[src/apsi_defs.svh]
// timing and reset constants for the activity power state indicators
`ifndef APSI_DEFS_SVH
`define APSI_DEFS_SVH
`define APSI_CLK_HZ 20000000
`define APSI_CODEC_RST_NS 1000
`define APSI_CODEC_RST_CYC ((`APSI_CODEC_RST_NS * (`APSI_CLK_HZ / 1000000) + 999) / 1000)
`define APSI_QUIET_CYC 16
`define APSI_RST_IND 1'b1
`endif

[src/apsi_pkg.sv]
// types for the activity power state indicators
package apsi_pkg;
  typedef enum logic [1:0] {
    APSI_ACTIVE,
    APSI_IDLE,
    APSI_STANDBY
  } apsi_state_e;
endpackage

[src/apsi_sync3.sv]
// three-stage synchroniser with agreement filter
`timescale 1ns/1ps
module apsi_sync3 (
  // clock and reset
  input wire logic i_core_clk,
  input wire logic i_rst,
  input wire logic i_ce,
  // async in, filtered out
  input wire logic i_async,
  output logic o_level
);
  logic s1_q;
  logic s2_q;
  logic s3_q;
  logic lvl_q;
  wire agree = (s2_q == s3_q);
  always_ff @(posedge i_core_clk or posedge i_rst) begin
    if (i_rst) begin
      // start at the idle-high line level so release shows no false edge
      s1_q <= 1'b1;
      s2_q <= 1'b1;
      s3_q <= 1'b1;
      lvl_q <= 1'b1;
    end else if (i_ce) begin
      s1_q <= i_async;
      s2_q <= s1_q;
      s3_q <= s2_q;
      if (agree) begin
        lvl_q <= s3_q;
      end
    end
  end
  assign o_level = lvl_q;
endmodule

[src/apsi_top.sv]
// power and activity state indicators with codec reset
`timescale 1ns/1ps
`include "apsi_defs.svh"
module apsi_top #(
  parameter int QUIET_CYC = `APSI_QUIET_CYC,
  parameter int CODEC_RST_CYC = `APSI_CODEC_RST_CYC
) (
  // clock, enable, reset
  input wire logic i_core_clk,
  input wire logic i_ce,
  input wire logic i_rst,
  // activity sources
  input wire logic i_packet_wake_input,
  input wire logic i_encoder_busy,
  input wire logic i_decoder_busy,
  input wire logic i_packet_pending,
  // configuration and codec reset request
  input wire logic i_low_power_en,
  input wire logic i_codec_reset_req,
  // indicators
  output logic o_standby_indicator_n,
  output logic o_idle_indicator_n,
  output logic o_codec_engine_active_n,
  output logic o_audio_codec_reset_n,
  output apsi_pkg::apsi_state_e o_state
);
  import apsi_pkg::*;

  // counters are 16 bits wide and must count at least once
  if (QUIET_CYC < 1 || QUIET_CYC > 65535) begin : g_bad_quiet
    $error("apsi_top: QUIET_CYC out of range");
  end
  if (CODEC_RST_CYC < 1 || CODEC_RST_CYC > 65535) begin : g_bad_crst
    $error("apsi_top: CODEC_RST_CYC out of range");
  end

  logic wake_lvl;
  logic wake_prev_q;
  apsi_state_e state_q;
  apsi_state_e state_d;
  logic [15:0] quiet_q;
  logic [15:0] crst_q;
  logic stb_n_q;
  logic idle_n_q;
  logic run_n_q;
  logic crst_n_q;

  // wake pin comes from outside; idle line level is high (uart) or sync inverted
  apsi_sync3 u_wake_sync (
    .i_core_clk(i_core_clk),
    .i_rst(i_rst),
    .i_ce(i_ce),
    .i_async(i_packet_wake_input),
    .o_level(wake_lvl)
  );

  // wake edge in either direction (falling on uart start bit) or low level counts as activity
  wire wake_edge = (wake_prev_q != wake_lvl);
  wire wake_low = ~wake_lvl;
  wire wake_evt = wake_edge | wake_low;
  wire engine_busy = i_encoder_busy | i_decoder_busy;
  wire activity = engine_busy | i_packet_pending | wake_evt;
  wire quiet_done = (quiet_q == 16'(QUIET_CYC));
  wire crst_busy = (crst_q != 16'h0000);
  // registered indicator and codec reset next values
  wire stb_n_d = (state_d != APSI_STANDBY);
  wire idle_n_d = (state_d != APSI_IDLE);
  wire run_n_d = ~engine_busy;
  wire crst_n_d = ~(i_codec_reset_req | (crst_q > 16'h0001));

  always_comb begin
    state_d = state_q;
    case (state_q)
      APSI_ACTIVE: begin
        if (!activity && quiet_done) begin
          state_d = i_low_power_en ? APSI_STANDBY : APSI_IDLE;
        end
      end
      APSI_IDLE, APSI_STANDBY: begin
        if (activity) begin
          state_d = APSI_ACTIVE;
        end
      end
      default: state_d = APSI_ACTIVE;
    endcase
  end

  always_ff @(posedge i_core_clk or posedge i_rst) begin
    if (i_rst) begin
      state_q <= APSI_ACTIVE;
      quiet_q <= 16'h0000;
      wake_prev_q <= 1'b1;
    end else if (i_ce) begin
      state_q <= state_d;
      wake_prev_q <= wake_lvl;
      if (activity) begin
        quiet_q <= 16'h0000;
      end else if (!quiet_done) begin
        quiet_q <= quiet_q + 16'h0001;
      end
    end
  end

  // standby and idle indicators track the next state so they change with it; run follows engine busy
  always_ff @(posedge i_core_clk or posedge i_rst) begin
    if (i_rst) begin
      stb_n_q <= `APSI_RST_IND;
      idle_n_q <= `APSI_RST_IND;
      run_n_q <= `APSI_RST_IND;
    end else if (i_ce) begin
      stb_n_q <= stb_n_d;
      idle_n_q <= idle_n_d;
      run_n_q <= run_n_d;
    end
  end

  // codec reset: held low through reset, then for a minimum pulse per request
  always_ff @(posedge i_core_clk or posedge i_rst) begin
    if (i_rst) begin
      crst_q <= 16'h0000;
      crst_n_q <= 1'b0;
    end else if (i_ce) begin
      if (i_codec_reset_req) begin
        crst_q <= 16'(CODEC_RST_CYC);
      end else if (crst_busy) begin
        crst_q <= crst_q - 16'h0001;
      end
      crst_n_q <= crst_n_d;
    end
  end

  assign o_standby_indicator_n = stb_n_q;
  assign o_idle_indicator_n = idle_n_q;
  assign o_codec_engine_active_n = run_n_q;
  assign o_audio_codec_reset_n = crst_n_q;
  assign o_state = state_q;
endmodule

[config.mk]
export PLATFORM = sky130hd
export DESIGN_NAME = apsi_top
export DESIGN_NICKNAME = d
export VERILOG_FILES = /design/src/apsi_pkg.sv /design/src/apsi_sync3.sv /design/src/apsi_top.sv
export VERILOG_INCLUDE_DIRS = /design/src
export SDC_FILE = /design/constraint.sdc
export NUM_CORES = 1
export LEC_CHECK = 0
export ABC_AREA = 1
export BUFFER_PORTS_ARGS = -buffer_cell sky130_fd_sc_hd__buf_2
export CAP_MARGIN = 0
export CELL_PAD_IN_SITES_DETAIL_PLACEMENT = 0
export CELL_PAD_IN_SITES_GLOBAL_PLACEMENT = 1
export CORE_MARGIN = 3
export CORE_UTILIZATION = 41
export CTS_CLUSTER_DIAMETER = 60
export CTS_CLUSTER_SIZE = 24
export DETAILED_ROUTE_END_ITERATION = 10
export GPL_TIMING_DRIVEN = 0
export PLACE_DENSITY_LB_ADDON = 0.1
export SYNTH_ARGS = -nofsm -noshare
export SYNTH_HDL_FRONTEND = slang
export SYNTH_HIERARCHICAL = 1
export SYNTH_SLANG_ARGS = --single-unit
[constraint.sdc]
create_clock -name i_core_clk -period 1.5 [get_ports i_core_clk]
set_input_delay 0 -clock i_core_clk [delete_from_list [all_inputs] [get_ports i_core_clk]]
set_output_delay 0 -clock i_core_clk [all_outputs]
set_load 0.005 [all_outputs]
== Word level (Yosys, flattened, before mapping) ==
Cells that the tools add are included.

* Input port bits: 9
* Output and inout port bits: 6
* Register bits: 43
* Logic and storage cells: 48

* $lt $le $gt $ge: 1
* Reductions and logical operators: 9
* Mux-type cells: 8
* Bitwise logic cells: 8
* $add $sub $neg: 2
* Eq/ne operators: 8

{| class="wikitable"
|+ Operators by type and width
! operator !! count
|-
| $mux 16 || 4
|-
| $add 16x1->16 const B || 1
|-
| $eq 16x5->1 const B || 1
|-
| $gt 16x1->1 const B || 1
|-
| $reduce_bool 16->1 || 1
|-
| $sub 16x1->16 const B || 1
|-
| $mux 2 || 3
|-
| $reduce_and 2->1 || 3
|-
| $or 1x1->1 || 5
|-
| $ne 2x2->1 const B || 2
|-
| $pmux 2 s2 || 1
|-
| $not 1->1 || 3
|-
| $eq 2x1->1 const B || 1
|-
| $eq 2x2->1 const B || 1
|-
| $logic_not 2->1 || 1
|-
| $ne 2x1->1 const B || 1
|-
| $reduce_bool 2->1 || 1
|-
| $reduce_or 2->1 || 1
|-
| $eq 1x1->1 || 1
|-
| $logic_and 1x1->1 || 1
|-
| $logic_not 1->1 || 1
|-
| $ne 1x1->1 || 1
|}

== Logic depth before layout (Yosys ltp) ==
* Depth after elaboration: 8
* Gate-level depth with buffers: 12
* Gate-level depth less buffers: 12

== Cells and area by module ==
Netlist, hierarchy kept.

{| class="wikitable"
|+ Modules (own cells, without submodules)
! module !! instances !! seq. area each (um^2) !! cells each !! area each (um^2)
|-
| apsi_top || 1 || 980.9 || 317 || 2438.6
|-
| apsi_sync3 || 1 || 105.1 || 21 || 172.7
|}

== Worst setup path after synthesis ==
Ideal clock, no wire load.

* Kind: register -> register
* From: register quiet_q[0]
* To: register quiet_q[0]
* Arrival time: 1.343 ns
* Clock period less this slack: 1.462 ns
* Cell stages (with the launch flop): 11
* Path buffers: 1
* Library setup time: 0.119 ns
* Required time: 1.381 ns
* Setup slack: 0.038 ns
* Cells stage by stage: dfrtp_1 inv_1 ha_1 nand3_1 nor2_2 nand3_2 nand2_2 inv_4 buf_6 nand3_1 o21ai_2

* Cells in the longest elaborated chain, start to end: 3
* Elaborated cells on any way between the ends: 6
* Classes of those cells: add/sub (1); eq/ne (2); mux (2); reduce/logical (1)

{| class="wikitable"
|+ RTL lines
! element !! RTL line !! RTL
|-
| start: declaration || apsi_top.sv:41 || <nowiki>logic [15:0] quiet_q;</nowiki>
|-
| start signal: assignment || apsi_top.sv:99 || <nowiki>quiet_q <= quiet_q + 16'h0001;</nowiki>
|-
| $add 16x1->16 / $eq 16x5->1 (equally long branches) || apsi_top.sv:99, apsi_top.sv:63 ||
|-
| $mux 16 / $ne 2x2->1 (equally long branches) || - ||
|-
| $mux 16 / $reduce_and 2->1 (equally long branches) || - ||
|}

Several ways; a longest one is shown, not always the timed one. The select of a mux whose other input is x is not followed.
A chain may end at the register's enable or synchronous reset.

== Final worst setup path ==
* From: register quiet_q[0]
* To: register quiet_q[15]

The elaborated chain is that of the path after synthesis.

==> results.cfg <==
[routing]
drt-pass1-iter-count = 4
drt_iter0_drc = 122
dr_total_vias = 2403
antenna_left = 0
via_per_inst = 5.10
wl_um = 6620
avgRoutedWirePerCell_um = 14.1
route.detailed.drc = 0

[synth]
ys_ff_latch = 43
yosys_warnings = 6
netlist.area_leader.share_pct = 33.5
synth_top_cells_by_area = dfrtp_1, nand2_1, dfstp_2
synth-edff-count = 0
ys_async_sr_fraction_pct = 100
syn_inst = 338
synth_area_leader_cell = dfrtp_1
synth_area_per_cell_sq_um = 7.73
ys_types = 36
syn_nets = 354
syn_area_sq_um = 2610
synth_ff_type = dfrtp_1
seq_area_frac_synth_pct = 41.6

[timing]
min_period_ns = 1.57
max_freq_ghz = 0.638
hold_slack_ns = 0.00886
finClkSkew_ns = 0.0125
setup_ws_ns = -0.0666
rsz0062_at_grt = true
hold_viol_final = 0
drv_slew = 0
tns_ns = -0.616
worst_slew_pin_slew_ns = 0.858
setup_viol = 20
relSlewSlack_pct = 42.7
fin_crit_sh_pct = 104

[grt]
grt_pass1_wl_um = 11000
grt_pass1_vias = 2316
grt_start_max_net_pins = 40
grt_usage_pct = 18.7
antenna_found_initial = 0
grt_remaining_overflow = 0

[flow_run]
maxCapViolations = 0

[cells_and_area]
fin_nets = 411
areaGrowthSynthToFinish_pct = 29.9
drive_above_1_share_pct = 33.3
finish.utilization_pct = 56.0
antenna_cells = 0

[run_status]
violations = negative setup slack
status = finished, violations left

[placed_design]
hpwl_um = 4200
port_buffers = 14
place.gp.congestion = 0.825

[hold_path]
hold_path.class = primary input to register
min-delay-start = i_encoder_busy

[worst_setup_path]
critPathLaunch = quiet_q[0]
crit_type = register to register
critical_path.max_fanout = 4
crit_required_ns = 1.69
arrival_ns = 1.75
critPathLaunchType = register
critPathCaptureType = register
worstReg2RegStart = quiet_q[0]

[die]
dieArea_sq_um = 7360
coreArea_sq_um = 6060
fp.dieW_um = 85.8
num_rows = 28
ioPinCount = 15
die-height_um = 85.8
start_util_pct = 43.1

[cts]
cts_tree = done
ctsLongestPathBuffers = 2
root_buffer = clkbuf_8
cts_buffers = 5
clock_sinks = 43
path_clk_slew_ns = 0.08
htreeDepth = 2
worstSkewPairLatency_ns = 0.31

[power_and_ir_drop]
peakVddDrop_mv = 0.649
pwr_density_cell_nw_per_um2 = 972
power_leakage_nw = 1.54
p_total_w = 0.00330
## repair_timing
| item | 4_1_cts | 5_1_grt |
|---|---|---|
| buffers inserted | 25 | 5 |
| endpoints found under the hold margin | 41 | 0 |
| pin swaps | 12 | 9 |
| gates resized for setup | 28 | 41 |
| cloned | 2 | 2 |
| hold buffers | 3 | 0 |
| endpoints found under the setup margin | 35 | 36 |
## final timing paths
check                                               end  slack [ns]  cells past startpoint
worst max-delay path                        quiet_q[15]       -0.07                      9
worst min-delay path            o_codec_engine_active_n       0.009                      3
worst max register to register              quiet_q[15]       -0.07                      9
worst min register to register              wake_prev_q        0.47                      2
max in group asynchronous                   quiet_q[11]        0.48                      3
min in group asynchronous              u_wake_sync/s3_q        0.33                      3
## stage by stage
stage	setup WS [ns]	cell area (sq um)	instances
after floorplan	0.0382	2610	338
after global placement	-0.190	2780	427
after detailed placement	-0.199	2780	427
after CTS	-0.0105	3200	464
after global routing	-0.167	3390	471
final	-0.0666	3390	471
## layer usage
metal,wire (um),vias to the layer above,global-route usage (%),part of all wire [%]
li1,-,1211,-,-
met2,2890,51,28.0,44
met5,0,-,0,0
met4,93,0,5.61,1.4
met3,262,9,3.46,4.0
met1,3380,1132,27.3,51
## synthesized netlist by cell type, types with 2 or more instances
| cell | instances |
|---|---|
| o21ai_0 | 10 |
| nor2_1 | 51 |
| nand2_2 | 2 |
| buf_6 | 4 |
| dfstp_2 | 8 |
| buf_4 | 2 |
| nand3_1 | 18 |
| xor2_1 | 9 |
| o21ai_1 | 10 |
| inv_2 | 2 |
| o31ai_1 | 14 |
| nand2_1 | 82 |
| o211ai_1 | 2 |
| nand4_1 | 10 |
| nor2_2 | 6 |
| nand3_2 | 2 |
| ha_1 | 7 |
| nor3_1 | 6 |
| a21oi_1 | 3 |
| dfrtp_1 | 35 |
| inv_1 | 35 |
| xnor2_1 | 6 |
## kinds of logic (layout without fill, tap and decap cells)
logic type               Yosys count  in the layout  share of synthesized area (%)
AND/OR/NAND/NOR                  184            184                           31.5
adder cells (fa/ha/maj)            7              7                           3.35
AO/OA/AOI/OAI                     43             43                           10.4
XOR/XNOR                          15             15                           5.03
buffers and inverters             46            104                           8.15
flip-flops                        43             43                           41.6
## critical path, stage by stage (launching register included)
cell	delay, ns
dfrtp_1	0.43
inv_2	0.10
ha_4	0.14
nand3_4	0.06
nor2_4	0.15
nand3_4	0.13
nand2_8	0.13
clkinvlp_4	0.14
nand4_1	0.10
o21ai_1	0.08
## flip-flops by register name (all words and copies together) (netlist names)
register                 count
u_wake_sync/o_level          1
wake_prev_q                  1
o_standby_indicator_n        1
o_state                      2
u_wake_sync/s1_q             1
u_wake_sync/s3_q             1
crst_q                      16
o_idle_indicator_n           1
o_audio_codec_reset_n        1
quiet_q                     16
u_wake_sync/s2_q             1
o_codec_engine_active_n      1
## power breakdown
group | internal (W) | total [W] | switching, W | leakage [nW]
Clock | 0.000327 | 0.000766 | 0.000439 | 0.0412
Sequential | 0.00131 | 0.00141 | 0.000102 | 0.554
Combinational | 0.000475 | 0.00113 | 0.000651 | 0.948
Total | 0.00211 | 0.00330 | 0.00119 | 1.54
## cell type report
cell class,count,area [sq um]
Fill cell,584,2670
Multi-Input combinational cell,249,1500
Sequential cell,43,1090
Timing Repair Buffer,49,385
Inverter,39,154
Tap cell,75,93.8
Buffer,7,75.1
Clock buffer,6,72.6
Clock inverter,2,12.5
Timing Repair inverter,1,7.51
## cell usage in the layout (no fill, tap or decap), types with 2 or more instances in the layout
| master | synthesis | routed |
|---|---|---|
| o21ai_2 | 1 | 4 |
| nand2_1 | 82 | 73 |
| o31ai_1 | 14 | 9 |
| xor2_1 | 9 | 9 |
| o211ai_1 | 2 | 2 |
| a21oi_1 | 3 | 3 |
| buf_2 | 0 | 14 |
| dfrtp_2 | 0 | 4 |
| buf_6 | 4 | 9 |
| ha_1 | 7 | 4 |
| nand3_2 | 2 | 2 |
| inv_1 | 35 | 27 |
| o31ai_2 | 1 | 6 |
| nor3_4 | 1 | 2 |
| dfstp_2 | 8 | 8 |
| nor3_1 | 6 | 5 |
| clkbuf_8 | 0 | 5 |
| nand2_2 | 2 | 9 |
| dfrtp_1 | 35 | 31 |
| clkbuf_1 | 1 | 2 |
| nor2_2 | 6 | 12 |
| o21ai_0 | 10 | 7 |
| o21ai_1 | 10 | 10 |
| nor2_4 | 1 | 4 |
| clkinvlp_4 | 0 | 2 |
| buf_4 | 2 | 25 |
| xnor2_1 | 6 | 6 |
| ha_4 | 0 | 3 |
| nor2_1 | 51 | 42 |
| dlygate4sd3_1 | 0 | 3 |
| inv_2 | 2 | 10 |
| nand4_1 | 10 | 10 |
| nand3_4 | 0 | 2 |
| nand3_1 | 18 | 16 |
Note: power is estimated with default switching activity, not from simulation.
